[src/logic/rdwb_map.vh]
`ifndef RDWB_MAP_VH
`define RDWB_MAP_VH

// ****************************************
// apb register byte offsets
// ****************************************
`define RDWB_OFF_CTRL 8'h00
`define RDWB_OFF_RING_BASE 8'h04
`define RDWB_OFF_RING_LEN 8'h08
`define RDWB_OFF_STATUS 8'h0c
`define RDWB_OFF_COUNTS 8'h10

// ****************************************
// control register fields and reset values
// ****************************************
`define RDWB_CTRL_ENABLE 0
`define RDWB_CTRL_TRANSPARENT 1
`define RDWB_CTRL_KEEP_BAD 2
`define RDWB_CTRL_APPEND_CHECK 3
`define RDWB_CTRL_ADDR_FILTER 4
`define RDWB_CTRL_RESET 5'h00
`define RDWB_RING_BASE_RESET 24'h000000
`define RDWB_RING_LEN_RESET 3'h0

// ****************************************
// status register fields
// ****************************************
`define RDWB_STAT_BUSY 8
`define RDWB_STAT_STALL 9

// ****************************************
// descriptor layout: four 16-bit words per ring entry
// ****************************************
`define RDWB_DESC_BYTES 4'h8
`define RDWB_W0 2'h0
`define RDWB_W1 2'h1
`define RDWB_W2 2'h2
`define RDWB_W3 2'h3
`define RDWB_B_OWN 15
`define RDWB_B_SECOND 14
`define RDWB_B_FIRST 13
`define RDWB_B_LAST 12
`define RDWB_B_UI 11
`define RDWB_B_REJECT 10
`define RDWB_B_ADDR 9
`define RDWB_B_PF 8
`define RDWB_PTR_HI_MSB 7

`endif

[src/logic/rdwb_engine.v]
`timescale 1ns/100ps
`default_nettype none
`include "rdwb_map.vh"

// Function
// - word0 bit15 set means device owns
// - device clears ownership after storing valid frame
// - released descriptor is never written again
// - secondary owner bit ignored, preserved
// - first buffer of frame gets first flag
// - last buffer gets last flag
// - flag unnumbered info frames
// - flag reject frame information field
// - transparent keep-bad: bit10 flags bad check
// - transparent filtering: bit9 marks local match
// - bit8 copies poll/final for ui/xid/test
// - word0 low byte left unchanged
// - word1 pointer read only, word aligned
// - word3 gets negated frame length when last
// - non-last buffer count equals buffer length
// - appended check bytes counted in length
// - append-check stores check bytes after data
// - keep-bad stores bad-check frames in transparent
// - ring entry spans four 16-bit words
module rdwb_engine (
  // clock and reset
  input wire pclk,
  input wire presetn,
  // apb slave
  input wire psel,
  input wire penable,
  input wire pwrite,
  input wire [7:0] paddr,
  input wire [31:0] pwdata,
  output reg [31:0] prdata,
  output reg pready,
  output reg pslverr,
  // received byte stream
  input wire rx_valid,
  input wire [7:0] rx_data,
  input wire rx_chk,
  input wire rx_end,
  output reg rx_ready,
  // per-frame attributes, valid with each byte
  input wire rx_ui,
  input wire rx_reject_info,
  input wire rx_bad_check,
  input wire rx_local_match,
  input wire rx_pf_valid,
  input wire rx_pf,
  // shared memory master, 16-bit words, byte addresses
  output reg mem_req,
  output reg mem_we,
  output reg [23:0] mem_addr,
  output reg [15:0] mem_wdata,
  output reg [1:0] mem_be,
  input wire mem_ack,
  input wire [15:0] mem_rdata,
  // frame stored and released
  output reg frame_done
);

  // ****************************************
  // states
  // ****************************************
  localparam S_IDLE = 4'h0;
  localparam S_RD0 = 4'h1;
  localparam S_RD1 = 4'h2;
  localparam S_RD2 = 4'h3;
  localparam S_FILL = 4'h4;
  localparam S_WDATA = 4'h5;
  localparam S_END = 4'h6;
  localparam S_WLEN = 4'h7;
  localparam S_WST = 4'h8;

  reg [3:0] state_reg;
  reg [4:0] ctrl_reg;
  reg [23:0] ring_base_reg;
  reg [2:0] ring_len_reg;
  reg [6:0] idx_reg;
  reg [6:0] first_idx_reg;
  reg stall_reg;
  reg [15:0] done_cnt_reg;
  reg [15:0] drop_cnt_reg;
  reg [15:0] w0_reg;
  reg [23:0] ptr_reg;
  reg [15:0] w2_reg;
  reg [15:0] buf_cnt_reg;
  reg [15:0] msg_cnt_reg;
  reg first_reg;
  reg last_reg;
  reg end_reg;
  reg [5:0] attr_reg;
  reg [31:0] rd_next;

  wire enable = ctrl_reg[`RDWB_CTRL_ENABLE];
  wire transparent = ctrl_reg[`RDWB_CTRL_TRANSPARENT];
  wire keep_bad = ctrl_reg[`RDWB_CTRL_KEEP_BAD];
  wire append = ctrl_reg[`RDWB_CTRL_APPEND_CHECK];
  wire [15:0] buf_len = 16'h0000 - w2_reg;
  wire accept = (state_reg == S_FILL) && rx_valid && rx_ready;
  // check bytes are dropped unless appending is on
  wire keep_byte = !rx_chk || append;
  wire [15:0] buf_cnt_inc = buf_cnt_reg + 16'h0001;
  wire [15:0] pk_word;
  wire [1:0] pk_be;
  wire [1:0] pk_fill;
  wire [15:0] st_word;
  wire pk_clear = (state_reg == S_WDATA) && mem_req && mem_ack;

  // ****************************************
  // helpers
  // ****************************************
  // each entry is four 16-bit words, eight bytes
  function [23:0] desc_addr;
    input [23:0] base;
    input [6:0] idx;
    input [1:0] word;
    begin
      desc_addr = base + {14'h0000, idx, 3'h0} + {21'h000000, word, 1'b0};
    end
  endfunction

  function [6:0] next_idx;
    input [6:0] idx;
    input [2:0] len_log2;
    begin
      next_idx = (idx + 7'h01) & ((7'h01 << len_log2) - 7'h01);
    end
  endfunction

  rdwb_pack u_pack (
    .pclk(pclk),
    .presetn(presetn),
    .load(accept && keep_byte),
    .in_byte(rx_data),
    .clear(pk_clear),
    .word(pk_word),
    .be(pk_be),
    .fill(pk_fill)
  );

  rdwb_status u_status (
    .word0_in(w0_reg),
    .first(first_reg),
    .last(last_reg),
    .is_ui(attr_reg[0]),
    .is_reject_info(attr_reg[1]),
    .bad_check(attr_reg[2]),
    .local_match(attr_reg[3]),
    .pf_valid(attr_reg[4]),
    .pf(attr_reg[5]),
    .transparent(transparent),
    .keep_bad(keep_bad),
    .addr_filter(ctrl_reg[`RDWB_CTRL_ADDR_FILTER]),
    .word0_out(st_word)
  );

  // ****************************************
  // apb slave: one wait state, pready from a flop
  // ****************************************
  wire apb_take = psel && penable && pready;
  wire apb_wr = apb_take && pwrite;
  reg rd_hit;

  always @* begin
    rd_next = 32'h00000000;
    rd_hit = 1'b1;
    case (paddr)
      `RDWB_OFF_CTRL: rd_next = {27'h0000000, ctrl_reg};
      `RDWB_OFF_RING_BASE: rd_next = {8'h00, ring_base_reg};
      `RDWB_OFF_RING_LEN: rd_next = {29'h00000000, ring_len_reg};
      `RDWB_OFF_STATUS: rd_next = {22'h000000, stall_reg, state_reg != S_IDLE, 1'b0, idx_reg};
      `RDWB_OFF_COUNTS: rd_next = {drop_cnt_reg, done_cnt_reg};
      default: rd_hit = 1'b0;
    endcase
  end

  always @(posedge pclk or negedge presetn) begin
    if (!presetn) begin
      pready <= 1'b0;
      prdata <= 32'h00000000;
      pslverr <= 1'b0;
      ctrl_reg <= `RDWB_CTRL_RESET;
      ring_base_reg <= `RDWB_RING_BASE_RESET;
      ring_len_reg <= `RDWB_RING_LEN_RESET;
    end else begin
      pready <= psel && penable && !pready;
      // the error flag stands only with pready, never into the next transfer
      pslverr <= 1'b0;
      if (psel && penable && !pready) begin
        prdata <= pwrite ? 32'h00000000 : rd_next;
        // status and counts are read only
        pslverr <= !rd_hit || (pwrite && (paddr == `RDWB_OFF_STATUS ||
                                          paddr == `RDWB_OFF_COUNTS));
      end
      if (apb_wr && paddr == `RDWB_OFF_CTRL) begin
        ctrl_reg <= pwdata[4:0];
      end
      // ring layout only changes while enable is clear; a frame still in progress after enable drops can see it move
      if (apb_wr && paddr == `RDWB_OFF_RING_BASE && !enable) begin
        ring_base_reg <= {pwdata[23:1], 1'b0};
      end
      if (apb_wr && paddr == `RDWB_OFF_RING_LEN && !enable) begin
        ring_len_reg <= pwdata[2:0];
      end
    end
  end

  // ****************************************
  // descriptor engine
  // ****************************************
  always @(posedge pclk or negedge presetn) begin
    if (!presetn) begin
      state_reg <= S_IDLE;
      idx_reg <= 7'h00;
      first_idx_reg <= 7'h00;
      stall_reg <= 1'b0;
      done_cnt_reg <= 16'h0000;
      drop_cnt_reg <= 16'h0000;
      w0_reg <= 16'h0000;
      ptr_reg <= 24'h000000;
      w2_reg <= 16'h0000;
      buf_cnt_reg <= 16'h0000;
      msg_cnt_reg <= 16'h0000;
      first_reg <= 1'b1;
      last_reg <= 1'b0;
      end_reg <= 1'b0;
      attr_reg <= 6'h00;
      rx_ready <= 1'b0;
      mem_req <= 1'b0;
      mem_we <= 1'b0;
      mem_addr <= 24'h000000;
      mem_wdata <= 16'h0000;
      mem_be <= 2'h0;
      frame_done <= 1'b0;
    end else begin
      frame_done <= 1'b0;
      case (state_reg)
        S_IDLE: begin
          rx_ready <= 1'b0;
          if (!enable) begin
            idx_reg <= 7'h00;
            first_idx_reg <= 7'h00;
            first_reg <= 1'b1;
            msg_cnt_reg <= 16'h0000;
          end else begin
            state_reg <= S_RD0;
          end
        end
        S_RD0: begin
          if (!mem_req) begin
            mem_req <= 1'b1;
            mem_we <= 1'b0;
            mem_be <= 2'h3;
            mem_addr <= desc_addr(ring_base_reg, idx_reg, `RDWB_W0);
          end else if (mem_ack) begin
            mem_req <= 1'b0;
            w0_reg <= mem_rdata;
            // host-owned entry: poll again, touch nothing
            stall_reg <= !mem_rdata[`RDWB_B_OWN];
            state_reg <= mem_rdata[`RDWB_B_OWN] ? S_RD1 : S_IDLE;
          end
        end
        S_RD1: begin
          if (!mem_req) begin
            mem_req <= 1'b1;
            mem_addr <= desc_addr(ring_base_reg, idx_reg, `RDWB_W1);
          end else if (mem_ack) begin
            mem_req <= 1'b0;
            // bit 0 forced low, buffers start on a word boundary
            ptr_reg <= {w0_reg[`RDWB_PTR_HI_MSB:0], mem_rdata[15:1], 1'b0};
            state_reg <= S_RD2;
          end
        end
        S_RD2: begin
          if (!mem_req) begin
            mem_req <= 1'b1;
            mem_addr <= desc_addr(ring_base_reg, idx_reg, `RDWB_W2);
          end else if (mem_ack) begin
            mem_req <= 1'b0;
            w2_reg <= mem_rdata;
            rx_ready <= 1'b1;
            state_reg <= S_FILL;
          end
        end
        S_FILL: begin
          if (accept) begin
            attr_reg <= {rx_pf, rx_pf_valid, rx_local_match, rx_bad_check,
                         rx_reject_info, rx_ui};
            end_reg <= rx_end;
            if (keep_byte) begin
              buf_cnt_reg <= buf_cnt_inc;
              msg_cnt_reg <= msg_cnt_reg + 16'h0001;
            end
            if ((keep_byte && (pk_fill == 2'h1 || buf_cnt_inc == buf_len || rx_end)) ||
                (rx_end && pk_fill == 2'h1)) begin
              rx_ready <= 1'b0;
              state_reg <= S_WDATA;
            end else if (rx_end) begin
              rx_ready <= 1'b0;
              state_reg <= S_END;
            end
          end
        end
        S_WDATA: begin
          if (!mem_req) begin
            mem_req <= 1'b1;
            mem_we <= 1'b1;
            mem_be <= pk_be;
            mem_wdata <= pk_word;
            mem_addr <= ptr_reg + {8'h00, buf_cnt_reg[15:1], 1'b0} -
                        {22'h000000, pk_be[1], pk_be[1] ^ (buf_cnt_reg[0] ^ 1'b1)} +
                        {22'h000000, 1'b0, 1'b0};
          end else if (mem_ack) begin
            mem_req <= 1'b0;
            mem_we <= 1'b0;
            mem_be <= 2'h3;
            if (end_reg) begin
              state_reg <= S_END;
            end else if (buf_cnt_reg == buf_len) begin
              last_reg <= 1'b0;
              state_reg <= S_WLEN;
            end else begin
              rx_ready <= 1'b1;
              state_reg <= S_FILL;
            end
          end
        end
        S_END: begin
          end_reg <= 1'b0;
          // bad frames are dropped unless kept in transparent mode; a drop rewinds
          // to the first entry, but entries already chained out stay with the host
          if (attr_reg[2] && !(transparent && keep_bad)) begin
            drop_cnt_reg <= drop_cnt_reg + 16'h0001;
            idx_reg <= first_idx_reg;
            first_reg <= 1'b1;
            msg_cnt_reg <= 16'h0000;
            buf_cnt_reg <= 16'h0000;
            state_reg <= S_IDLE;
          end else begin
            last_reg <= 1'b1;
            state_reg <= S_WLEN;
          end
        end
        S_WLEN: begin
          if (!mem_req) begin
            mem_req <= 1'b1;
            mem_we <= 1'b1;
            mem_addr <= desc_addr(ring_base_reg, idx_reg, `RDWB_W3);
            // a filled middle buffer reports the host's own length
            mem_wdata <= last_reg ? (16'h0000 - msg_cnt_reg) : w2_reg;
          end else if (mem_ack) begin
            mem_req <= 1'b0;
            state_reg <= S_WST;
          end
        end
        S_WST: begin
          if (!mem_req) begin
            mem_req <= 1'b1;
            mem_we <= 1'b1;
            mem_addr <= desc_addr(ring_base_reg, idx_reg, `RDWB_W0);
            mem_wdata <= st_word;
          end else if (mem_ack) begin
            mem_req <= 1'b0;
            mem_we <= 1'b0;
            idx_reg <= next_idx(idx_reg, ring_len_reg);
            buf_cnt_reg <= 16'h0000;
            if (last_reg) begin
              first_reg <= 1'b1;
              first_idx_reg <= next_idx(idx_reg, ring_len_reg);
              msg_cnt_reg <= 16'h0000;
              done_cnt_reg <= done_cnt_reg + 16'h0001;
              frame_done <= 1'b1;
              state_reg <= S_IDLE;
            end else begin
              first_reg <= 1'b0;
              state_reg <= S_RD0;
            end
          end
        end
        default: begin
          state_reg <= S_IDLE;
        end
      endcase
    end
  end

endmodule // rdwb_engine

`default_nettype wire

[src/logic/rdwb_pack.v]
`timescale 1ns/100ps
`default_nettype none

// ****************************************
// byte pair assembler: low byte first at the even address
// ****************************************
module rdwb_pack (
  // clock and reset
  input wire pclk,
  input wire presetn,
  // byte side
  input wire load,
  input wire [7:0] in_byte,
  input wire clear,
  // word side
  output wire [15:0] word,
  output wire [1:0] be,
  output wire [1:0] fill
);

  reg [7:0] lo_reg;
  reg [7:0] hi_reg;
  reg [1:0] cnt_reg;

  always @(posedge pclk or negedge presetn) begin
    if (!presetn) begin
      lo_reg <= 8'h00;
      hi_reg <= 8'h00;
      cnt_reg <= 2'h0;
    end else if (clear) begin
      cnt_reg <= 2'h0;
    end else if (load) begin
      if (cnt_reg == 2'h0) begin
        lo_reg <= in_byte;
      end else begin
        hi_reg <= in_byte;
      end
      cnt_reg <= cnt_reg + 2'h1;
    end
  end

  assign word = {hi_reg, lo_reg};
  assign be = {cnt_reg == 2'h2, cnt_reg != 2'h0};
  assign fill = cnt_reg;

endmodule // rdwb_pack

`default_nettype wire

[src/logic/rdwb_status.v]
`timescale 1ns/100ps
`default_nettype none

// ****************************************
// word 0 writeback image
// ****************************************
module rdwb_status (
  // descriptor word 0 as read
  input wire [15:0] word0_in,
  // frame attributes
  input wire first,
  input wire last,
  input wire is_ui,
  input wire is_reject_info,
  input wire bad_check,
  input wire local_match,
  input wire pf_valid,
  input wire pf,
  // mode
  input wire transparent,
  input wire keep_bad,
  input wire addr_filter,
  // writeback image
  output wire [15:0] word0_out
);

  wire reject_bit;
  wire addr_bit;

  // in transparent keep-bad mode the reject bit reports a bad check instead
  assign reject_bit = (transparent && keep_bad) ? bad_check : is_reject_info;
  assign addr_bit = transparent && addr_filter && local_match;

  // ownership goes back to the host in the same write as the status
  assign word0_out = {1'b0,
                      word0_in[`RDWB_B_SECOND],
                      first,
                      last,
                      is_ui,
                      reject_bit,
                      addr_bit,
                      pf_valid & pf,
                      word0_in[`RDWB_PTR_HI_MSB:0]};

endmodule // rdwb_status

`default_nettype wire

[config.mk]
export PLATFORM = sky130hd
export DESIGN_NAME = rdwb_engine
export DESIGN_NICKNAME = d
export VERILOG_FILES = /design/src/logic/rdwb_engine.v /design/src/logic/rdwb_pack.v /design/src/logic/rdwb_status.v
export VERILOG_INCLUDE_DIRS = /design/src /design/src/logic
export SDC_FILE = /design/constraint.sdc
export NUM_CORES = 1
export LEC_CHECK = 0
export BUFFER_PORTS_ARGS = -buffer_cell sky130_fd_sc_hd__buf_4
export CAP_MARGIN = 15
export CORE_MARGIN = 2
export CORE_UTILIZATION = 40
export CTS_CLUSTER_SIZE = 25
export DETAILED_ROUTE_END_ITERATION = 16
export GPL_ROUTABILITY_DRIVEN = 1
export PLACE_DENSITY_LB_ADDON = 0.3
export SYNTH_ARGS = -nofsm -noshare
export SYNTH_HDL_FRONTEND = slang
export SYNTH_SLANG_ARGS = --single-unit
[constraint.sdc]
create_clock -name pclk -period 4.9 [get_ports pclk]
set_input_delay 0.98 -clock pclk [delete_from_list [all_inputs] [get_ports pclk]]
set_output_delay 0.98 -clock pclk [all_outputs]
set_load 0.1 [all_outputs]
==> results of run 1 <==
final cells by class:
type	count	area, um^2	area share [%]
Tap cell	532	666	3.44
Timing Repair Buffer	187	1460	7.53
Clock inverter	13	109	0.563
Sequential cell	269	6730	34.8
Multi-Input combinational cell	1343	9170	47.4
Clock buffer	39	856	4.42
Inverter	95	357	1.84
worst paths after layout:
| check | startpoint | end | slack [ns] | cells after the start |
|---|---|---|---|---|
| min reg2reg | prdata[24] | prdata[24] | 0.47 | 2 |
| max reg2reg | u_pack.fill[0] | mem_addr[23] | 0.59 | 16 |
| max | u_pack.fill[0] | mem_addr[23] | 0.59 | 16 |
| max in group asynchronous | presetn | mem_addr[10] | 3.41 | 2 |
| min | presetn | drop_cnt_reg[11] | 0.43 | 1 |
| min in group pclk | prdata[24] | prdata[24] | 0.47 | 2 |
Yosys cell counts, drive strengths merged (37+ instances only):
master and number:
nor2 159, o21ai 91, xor2 61, nand3 72
xnor2 89, nor3 40, mux2 111, nand4 37
clkbuf 70, inv 94, a21oi 102, nand2 175
ha 55, dfrtp 268
critical path, cell delays in order, from the launching register on:
cell and delay [ns]:
dfrtp_1 0.41, inv_1 0.09, ha_1 0.26, fa_1 0.44, inv_1 0.07, ha_1 0.18, inv_1 0.07, fa_1 0.40
nor2b_1 0.17, o31ai_1 0.16, a2111oi_0 0.65, nor2_1 0.19, o21ai_0 0.37, nand2_1 0.14, a21oi_1 0.19, mux2i_1 0.28
a31oi_1 0.11
where the power goes:
part	internal, mW	switching (mW)	leakage [nW]	total (mW)
sequential	2.70	0.540	3.56	3.24
combinational	1.96	3.84	4.71	5.80
clock	1.27	0.949	0.460	2.22
total	5.94	5.32	8.73	11.3
per-layer routing:
layer	share of wire, %	wire length (um)
met4	3.1	1560
met1	44	22100
met2	48	23700
met5	0	0
met3	4.9	2430
logic make-up (layout without fill, tap and decap cells):
logic type	count (synthesis)	count (layout)	share of synthesized area, %
compound gates	386	386	15.5
xor+xnor	152	152	8.21
fa+ha+maj	59	59	4.64
buf+inv	177	334	4.09
flops	269	269	40.7
mux	134	134	8.96
simple gates	612	612	17.9
==> impl_results.md, run 1 <==
- Synth unique cells: 88
- Largest net degree at the start of global routing: 112
- Total power: around 11 mW
- Antenna violations before repair: 0
- CTS tree: done
- Rel. slew slack: 23.2%
- Setup WS post-layout: ~0.6 ns
- Final ANT Viol Nets: 0
- Biggest register: prdata
- Status: finished, final reports clean
- Slew @ Worst Pin: roughly 1.1 ns
- Seq cells post-synth: 269
- Total CTS buffers: 30
- Final max-slew violation count: 0
- DR vias: 14,200
- Final Hold Viols: 0
- EDFF count, synth: 0
- Total gr overflow: 0
- DRC: 0
- WL final: ~50,000 um
- Worst path required time: 5.34 ns
- Period utilization: between 80% and 90%
- Initial detailed-routing violation count: roughly 1,200
- DR vias/cell: between 5 and 6
- Seq/Total Area, Yosys: about two fifths
- Vias in the first global route: around 14,000
- Hold slack: roughly 0.43 ns
- Area grow syn2layout: 16.8%
- Placed Instances: between 2,000 and 2,500
- Kind of critical path: register to register
- Crit path time final: 4.31 ns
- Tightest Hold Check Type: primary input to asynchronous set/reset pin
- Top flop regs: prdata (32), mem_addr (24)
- Syn Inst Count: about 1,800
- Clk slew on worst S/H paths: 0.06 ns
- Max-Cap Viols: 0
- Area leader, netlist: dfrtp_1
- Nets: 2,064
- # Post-CTS Setup Buffers: 0
- Starting Density: 40.6%
- Avg Inst Size Synth: ~9 um^2
- Clk_lat worst skew: approximately 0.57 ns
- Crit end category: register
- Pre-antenna DRT Iters: 5
- Crit path launch type: register
- Final std cell area, no fill: about 0.019 mm^2
- Synth Warn #: 0
- M3 GR Usage: 2.89%
- Worst VDD drop: 0.579 mV
- Post-DP Area: around 0.018 mm^2
- Core Area: slightly above 0.04 mm^2
- Met2 Use GR: 38.0%
- Number of flip-flops in the largest register: 32
- Crit Path Max Fanout: 4
- Unrepaired setup endpoints after global routing: false
- Most frequent cells in the layout: 268 x dfrtp_1, 183 x buf_4, 175 x nand2_1, 158 x nor2_1, 110 x mux2_2
- Port-buffer cells: 150
- I/O pin cnt: approximately 160
- Met1 usage in global routing: between 30% and 40%
- GR peak layer: met2
- Die area: ~0.043 mm^2
- Leakage Power: between 8 and 9 nW
- Clock sinks: 269
- Max Clk Rate: between 0.2 and 0.25 GHz
- Ant. Diodes: 0
- Worst Path Arrival: between 4 and 5 ns
- CTS H-tree depth: 1
- Setup violators final: 0
- Cell area after synthesis: between 0.015 and 0.02 mm^2
- Syn nets: 1,927
- Synth area leaders: dfrtp_1 40%, mux2_2 7.5%, xnor2_1 4.7%
- Layout Cells excl Fill: ~2,500
- Ys flop type: dfrtp_1
- Post-DP HPWL: around 37,000 um
- Clock Root Buffer: clkbuf_16
- GP Congestion: 0.926
- Die Y: just over 200 um
- Most common cell after layout, fill and taps aside: dfrtp_1
- Setup_tns: 0 ns
- First-pass GRT wire length: between 70,000 and 80,000 um
- CTS Hold Buffers Added: 0
- Post-synth top area share: around 40%
- Row count: between 70 and 80
- Worst-case clock buffer depth: 3
- Fraction of registers with async set or reset after synthesis: between 90% and 100%
- Share of layout cells above drive strength 1: between 10% and 20%
- Die width: about 210 um
- Gr usage total: between 20% and 30%
- Average routed wire per standard cell: slightly above 20 um
- Post-cts sizing count: 0
- Power Density: a little under 600 mW/mm^2
- Final Util: between 40% and 50%
- Worst Skew: approximately 0.012 ns
- Post-Place Setup Slack: about 0.7 ns
- Filler instances: 3,906
Power figures use the tool's default switching activity.
==> run 2, diff against run 1 <==
--- a/config.mk
+++ b/config.mk
@@ -16,4 +16,5 @@
 export PLACE_DENSITY_LB_ADDON = 0.3
 export SYNTH_ARGS = -nofsm -noshare
 export SYNTH_HDL_FRONTEND = slang
+export SYNTH_HIERARCHICAL = 1
 export SYNTH_SLANG_ARGS = --single-unit
==> impl_results.md, run 2 <==
- Worst path required time: 5.31 ns (was 5.34 ns)
- Vias in the first global route: 14,000 (was 14,100)
- Hold slack: 0.464 ns (was 0.434 ns)
- # Post-CTS Setup Buffers: 0 (unchanged)
- Critical path cell sequence: ha_1 > inv_1 > fa_1 > nor2b_1 > o311ai_1 > a21o_1 > o311a_1 > a2111o_1 > nor3_1 > xnor2_1 > a221oi_1 > o21ai_1 (was inv_1 > ha_1 > fa_1 > inv_1 > ha_1 > inv_1 > fa_1 > nor2b_1 > o31ai_1 > a2111oi_0 > nor2_1 > o21ai_0 > nand2_1 > a21oi_1 > mux2i_1 > a31oi_1)
- Biggest register: prdata (unchanged)
- Critical Path End: mem_addr[15] (was mem_addr[23])
- Worst VDD drop: 0.575 mV (was 0.579 mV)
- Cell area after synthesis: 0.0170 mm^2 (was 0.0166 mm^2)
- CTS H-tree depth: 2 (was 1)
- Max-Cap Viols: 0 (unchanged)
- Syn Inst Count: 1,860 (was 1,789)
- P_sw: 5.55 mW (was 5.32 mW)
- Average routed wire per standard cell: 19.7 um (was 20.1 um)
- Pre-antenna DRT Iters: 5 (unchanged)
- Worst Skew: 0.0110 ns (was 0.0117 ns)
- Clock Root Buffer: clkbuf_16 (unchanged)
- DR vias/cell: 5.77 (was 5.75)
- I/O pin cnt: 159 (unchanged)
- Clock sinks: 269 (unchanged)
- Worst path top cell family by delay: compound AO/OA/AOI/OAI gates (unchanged)
- GP Congestion: 0.926 (about the same)
- CP Depth: 12 (was 16)
- Gr usage total: 22.4% (was 22.8%)
- CP max stage cell: nor3_1 (was a2111oi_0)
- Post-cts sizing count: 0 (unchanged)
- R2r setup slk: 0.66 ns (was 0.59 ns)
- Setup WS post-layout: 0.657 ns (was 0.595 ns)
- Core Area: 0.0419 mm^2 (was 0.0408 mm^2)
- Avg Inst Size Synth: 9.13 um^2 (was 9.26 um^2)
- Row count: 75 (was 74)
- Number of flip-flops in the largest register: 32 (unchanged)
- Critical Path Start: idx_reg[0] (was u_pack.fill[0])
- Die width: 210 um (was 207 um)
- Switching fraction of total power: 46.8% (was 47.3%)
- Flop pwr share: 28.5% (was 28.8%)
- Setup violators final: 0 (unchanged)
- Worst-case clock buffer depth: 3 (unchanged)
- DRC: 0 (unchanged)
- Nets: 2,099 (was 2,064)
- Crit Path Max Fanout: 10 (was 4)
- Most frequent cells in the layout: 268 x dfrtp_1, 177 x buf_4, 165 x nor2_1, 164 x nand2_1, 110 x mux2_2 (was 268 x dfrtp_1, 183 x buf_4, 175 x nand2_1, 158 x nor2_1, 110 x mux2_2)
- Final Hold Viols: 0 (unchanged)
- Crit path launch type: register (unchanged)
- M3 GR Usage: 3.83% (was 2.89%)
- Starting Density: 40.5% (was 40.6%)
- R2R Path End: mem_addr[15] (was mem_addr[23])
- Most common cell after layout, fill and taps aside: dfrtp_1 (unchanged)
- Post-Place Setup Slack: 0.743 ns (was 0.704 ns)
- Post-DP HPWL: 36,900 um (was 37,300 um)
- CTS tree: done (unchanged)
- Largest net degree at the start of global routing: 122 (was 112)
- Synth Warn #: 6 (was 0)
- Internal Power: 6.32 mW (was 5.94 mW)
- Antenna violations before repair: 0 (unchanged)
- Tightest Hold Check Type: register to register (was primary input to asynchronous set/reset pin)
- Crit end category: register (unchanged)
- Met2 Use GR: 36.9% (was 38.0%)
- Syn nets: 1,997 (was 1,927)
- Share of layout cells above drive strength 1: 19.0% (was 19.8%)
- CTS Hold Buffers Added: 0 (unchanged)
- Met1 usage in global routing: 29.9% (was 30.9%)
- DR vias: 14,600 (was 14,200)
- Clock power share: 21.6% (was 19.7%)
- R2R cell count: 12 (was 16)
- Worst Path Arrival: 4.65 ns (was 4.74 ns)
- Final Util: 46.9% (was 47.4%)
- WP buf/inv: 1 (was 3)
- Crit path time final: 4.24 ns (was 4.31 ns)
- Slew @ Worst Pin: 1.14 ns (was 1.15 ns)
- Ant. Diodes: 0 (unchanged)
- Unrepaired setup endpoints after global routing: false (unchanged)
- CP max stage delay: 0.55 ns (was 0.65 ns)
- Leakage Power: 8.82 nW (was 8.73 nW)
- Worst hold path startpoint: prdata[27]
- Initial detailed-routing violation count: 1,249 (was 1,166)
- GR peak layer: met2 (unchanged)
- Comb power frac: 50.0% (was 51.5%)
- Rel. slew slack: 23.9% (was 23.2%)
- Max Clk Rate: 0.236 GHz (was 0.232 GHz)
- Die area: 0.0441 mm^2 (was 0.0430 mm^2)
- Port-buffer cells: 150 (unchanged)
- Layout Cells excl Fill: 2,523 (was 2,478)
- Total gr overflow: 0 (unchanged)
- Filler instances: 4,033 (was 3,906)
- WL final: 49,600 um (was 49,800 um)
- Placed Instances: 2,465 (was 2,424)
- Final max-slew violation count: 0 (unchanged)
- First-pass GRT wire length: 78,300 um (was 79,600 um)
- Status: finished, final reports clean (unchanged)
- Final ANT Viol Nets: 0 (unchanged)
- Power Density: 604 mW/mm^2 (was 582 mW/mm^2)
- Total CTS buffers: 34 (was 30)
- Register Area: 0.00673 mm^2 (unchanged)
- Clk slew on worst S/H paths: 0.06 ns (about the same)
- Area grow syn2layout: 15.9% (was 16.8%)
- Top flop regs: prdata (32), mem_addr (24) (unchanged)
- Setup_tns: 0 ns (unchanged)
- Die Y: 210 um (was 207 um)
- Reg-to-Reg Start: idx_reg[0] (was u_pack.fill[0])
- Clk_lat worst skew: 0.54 ns (was 0.57 ns)
- Kind of critical path: register to register (unchanged)
- Period utilization: 86.6% (was 87.9%)
- Multi-input combinational cell area: 0.00937 mm^2 (was 0.00917 mm^2)
## run 2: cell count changes in the layout (fill, tap and decap cells not counted), sizes merged, moves of 8 or more
cell / delta
nand2: -11
or2: +9
a31oi: +11
nand3: -12
buf: -8
or3: +16
xor2: -11
nand4: -8
clkbuf: +8
o21ai: +11
a21o: +11
## run 2: cell type report
cell class / instances / share of cell area (%)
multi-input combinational: 1377 / 47.7
sequential: 269 / 34.2
timing repair buffer: 179 / 6.93
clock buffer: 47 / 5.19
tap: 539 / 3.43
inverter: 101 / 1.93
clock inverter: 11 / 0.630
## run 2: how the worst min path moves through the flow
stage / to / slack, ns / depth (start not counted)
floorplan: done_cnt_reg[15] / 0.44 / 1
global placement: prdata[28] / 0.45 / 2
detailed placement: prdata[27] / 0.46 / 2
CTS: prdata[27] / 0.47 / 2
global route: prdata[24] / 0.48 / 2
finish: prdata[27] / 0.46 / 2
## run 2: per-layer routing
metal | vias up | wire length (um) | part of all wire [%]
met4 | 0 | 1760 | 3.5
met1 | 7121 | 21400 | 43
li1 | 6878 | - | -
met2 | 486 | 23400 | 47
met5 | - | 0 | 0
met3 | 83 | 3010 | 6.1
## run 2: power by group through the flow
stage               Sequential (mW)  Combinational [mW]  Clock, mW
floorplan                      4.36                3.42          0
global placement               3.38                5.82          0
detailed placement             3.40                5.87          0
CTS                            3.37                5.91       2.61
global route                   3.42                6.43       2.71
finish                         3.38                5.93       2.56
## run 2: worst register-to-register path: stages, from the launching register on
cell and delay (ns):
dfrtp_1 0.49, ha_1 0.25, inv_1 0.06, fa_1 0.39, nor2b_1 0.23, o311ai_1 0.28
a21o_1 0.34, o311a_1 0.42, a2111o_1 0.51, nor3_1 0.56, xnor2_1 0.15, a221oi_1 0.34
o21ai_1 0.10
## run 2: stage by stage
step / instance area [um^2] / power (mW)
5_1_grt: 19700 / 12.6
3_3_place_gp: 18500 / 9.20
6_report: 19700 / 11.9
4_1_cts: 19700 / 11.9
2_1_floorplan: 17000 / 7.79
3_5_place_dp: 18500 / 9.27
==> run 3, diff against run 2 <==
--- a/config.mk
+++ b/config.mk
@@ -8,12 +8,14 @@
 export LEC_CHECK = 0
 export BUFFER_PORTS_ARGS = -buffer_cell sky130_fd_sc_hd__buf_4
 export CAP_MARGIN = 15
+export CORE_ASPECT_RATIO = 0.75
 export CORE_MARGIN = 2
 export CORE_UTILIZATION = 40
 export CTS_CLUSTER_SIZE = 25
 export DETAILED_ROUTE_END_ITERATION = 16
 export GPL_ROUTABILITY_DRIVEN = 1
 export PLACE_DENSITY_LB_ADDON = 0.3
+export SKIP_LAST_GASP = 1
 export SYNTH_ARGS = -nofsm -noshare
 export SYNTH_HDL_FRONTEND = slang
 export SYNTH_HIERARCHICAL = 1
==> constraint.sdc (replaced) <==
create_clock -name pclk -period 4.18 [get_ports pclk]
set_input_delay 0.836 -clock pclk [delete_from_list [all_inputs] [get_ports pclk]]
set_output_delay 0.836 -clock pclk [all_outputs]
set_load 0.1 [all_outputs]
==> impl_results.md, run 3 (synthesis results as in run 2) <==
- Critical path cell sequence: ha_1 > inv_1 > fa_1 > nor2b_1 > o311ai_1 > a21o_1 > o311a_1 > a2111o_1 > a2111oi_0 > mux2_2 > o22ai_1 > o22a_1 (was ha_1 > inv_1 > fa_1 > nor2b_1 > o311ai_1 > a21o_1 > o311a_1 > a2111o_1 > nor3_1 > xnor2_1 > a221oi_1 > o21ai_1)
- Largest net degree at the start of global routing: 93 (was 122)
- Crit Path Max Fanout: 10 (unchanged)
- Post-DP HPWL: 38,000 um (was 36,900 um)
- Die Y: 182 um (was 210 um)
- Number of flip-flops in the largest register: 32 (unchanged)
- Total CTS buffers: 30 (was 34)
- Initial detailed-routing violation count: 1,248 (was 1,249)
- R2R Path End: mem_addr[17] (was mem_addr[15])
- Most frequent cells in the layout: 268 x dfrtp_1, 206 x buf_4, 164 x nand2_1, 164 x nor2_1, 110 x mux2_2 (was 268 x dfrtp_1, 177 x buf_4, 165 x nor2_1, 164 x nand2_1, 110 x mux2_2)
- GP Congestion: 0.941 (was 0.926)
- Most common cell after layout, fill and taps aside: dfrtp_1 (unchanged)
- Core Area: 0.0420 mm^2 (was 0.0419 mm^2)
- Ant. Diodes: 0 (unchanged)
- Rel. slew slack: 38.2% (was 23.9%)
- Total gr overflow: 0 (unchanged)
- Reg-to-Reg Start: ring_base_reg[3] (was idx_reg[0])
- Setup_tns: 0 ns (unchanged)
- Post-Place Setup Slack: 0.273 ns (was 0.743 ns)
- Final max-slew violation count: 0 (unchanged)
- DR vias/cell: 5.69 (was 5.77)
- R2R cell count: 12 (unchanged)
- Pre-antenna DRT Iters: 6 (was 5)
- Power Density: 704 mW/mm^2 (was 604 mW/mm^2)
- DR vias: 14,700 (was 14,600)
- DRC: 0 (unchanged)
- Setup violators final: 0 (unchanged)
- Setup WS post-layout: 0.267 ns (was 0.657 ns)
- Nets: 2,126 (was 2,099)
- CTS H-tree depth: 1 (was 2)
- Period utilization: 93.6% (was 86.6%)
- Tightest Hold Check Type: primary input to asynchronous set/reset pin (was register to register)
- Share of layout cells above drive strength 1: 20.0% (was 19.0%)
- Crit path launch type: register (unchanged)
- Slew @ Worst Pin: 0.919 ns (was 1.14 ns)
- CTS tree: done (unchanged)
- I/O pin cnt: 159 (unchanged)
- Clock Root Buffer: clkbuf_16 (unchanged)
- Die area: 0.0441 mm^2 (about the same)
- Area grow syn2layout: 17.3% (was 15.9%)
- Clk slew on worst S/H paths: 0.07 ns (was 0.06 ns)
- Worst path required time: 4.69 ns (was 5.31 ns)
- Gr usage total: 22.6% (was 22.4%)
- Crit end category: register (unchanged)
- CP max stage delay: 0.50 ns (was 0.55 ns)
- Antenna violations before repair: 0 (unchanged)
- R2r setup slk: 0.27 ns (was 0.66 ns)
- Top flop regs: prdata (32), mem_addr (24) (unchanged)
- Max-Cap Viols: 0 (unchanged)
- Die width: 242 um (was 210 um)
- Port-buffer cells: 150 (unchanged)
- Hold slack: 0.276 ns (was 0.464 ns)
- Clk_lat worst skew: 0.57 ns (was 0.54 ns)
- Clock sinks: 269 (unchanged)
- Vias in the first global route: 14,200 (was 14,000)
- Final Util: 47.4% (was 46.9%)
- Unrepaired setup endpoints after global routing: false (unchanged)
- Final Hold Viols: 0 (unchanged)
- Biggest register: prdata (unchanged)
- WP buf/inv: 1 (unchanged)
- Final ANT Viol Nets: 0 (unchanged)
- Status: finished, final reports clean (unchanged)
- Worst path top cell family by delay: compound AO/OA/AOI/OAI gates (unchanged)
- WL final: 50,400 um (was 49,600 um)
- CP max stage cell: a2111o_1 (was nor3_1)
- Average routed wire per standard cell: 19.5 um (was 19.7 um)
- Leakage Power: 8.94 nW (was 8.82 nW)
- Worst Path Arrival: 4.43 ns (was 4.65 ns)
- First-pass GRT wire length: 80,200 um (was 78,300 um)
- Worst Skew: 0.0133 ns (was 0.0110 ns)
- Kind of critical path: register to register (unchanged)
- Starting Density: 40.4% (was 40.5%)
- Worst VDD drop: 0.674 mV (was 0.575 mV)
- Max Clk Rate: 0.256 GHz (was 0.236 GHz)
- Row count: 65 (was 75)
- Worst-case clock buffer depth: 3 (unchanged)
- Crit path time final: 3.91 ns (was 4.24 ns)
## run 3: routing by layer
layer  wire (um)  up-vias  GRT usage (%)
met5           0        -              0
met4        1140        0           5.26
met3        3820       61           4.81
met2       21400      482           33.6
met1       24100     7223           33.6
li1            -     6926              -
## run 3: layout make-up
cell class	count	area [um^2]
flip-flops and latches	269	6730
repair buffers	210	1620
multi-input cells	1377	9380
clock buffers	39	836
well taps	569	712
clock inverters	16	249
inverters	101	379
fillers	3996	22100
## run 3: metrics by stage
step	instances	area (um^2)	power (mW)
6_report	2581	19900	14.0
5_1_grt	2581	19900	14.9
4_1_cts	2579	19900	14.0
3_5_place_dp	2524	18800	11.0
3_3_place_gp	2523	18800	10.9
2_1_floorplan	1860	17000	9.13
## run 3: worst max-delay path by stage
stage,depth (start not counted),startpoint,endpoint
3_5_place_dp,16,u_pack/fill[0],mem_addr[23]
3_3_place_gp,16,u_pack/fill[0],mem_addr[21]
4_1_cts,16,u_pack/fill[0],mem_addr[23]
6_report,12,ring_base_reg[3],mem_addr[17]
5_1_grt,16,u_pack/fill[0],mem_addr[21]
2_1_floorplan,12,state_reg[2],mem_addr[17]
## run 3: timing repair
| item | CTS | global route |
|---|---|---|
| endpoints found under the setup margin | 0 | 4 |
| buffers inserted | 0 | 0 |
| resized for setup | 0 | 2 |
| hold buffers | 0 | 0 |
## run 3: report_power, final
| part | total [mW] | internal, mW | leakage [nW] | switching, mW |
|---|---|---|---|---|
| Combinational | 7.22 | 2.51 | 4.88 | 4.71 |
| Sequential | 3.88 | 3.19 | 3.54 | 0.693 |
| Clock | 2.92 | 1.78 | 0.528 | 1.14 |
| Total | 14.0 | 7.48 | 8.94 | 6.54 |
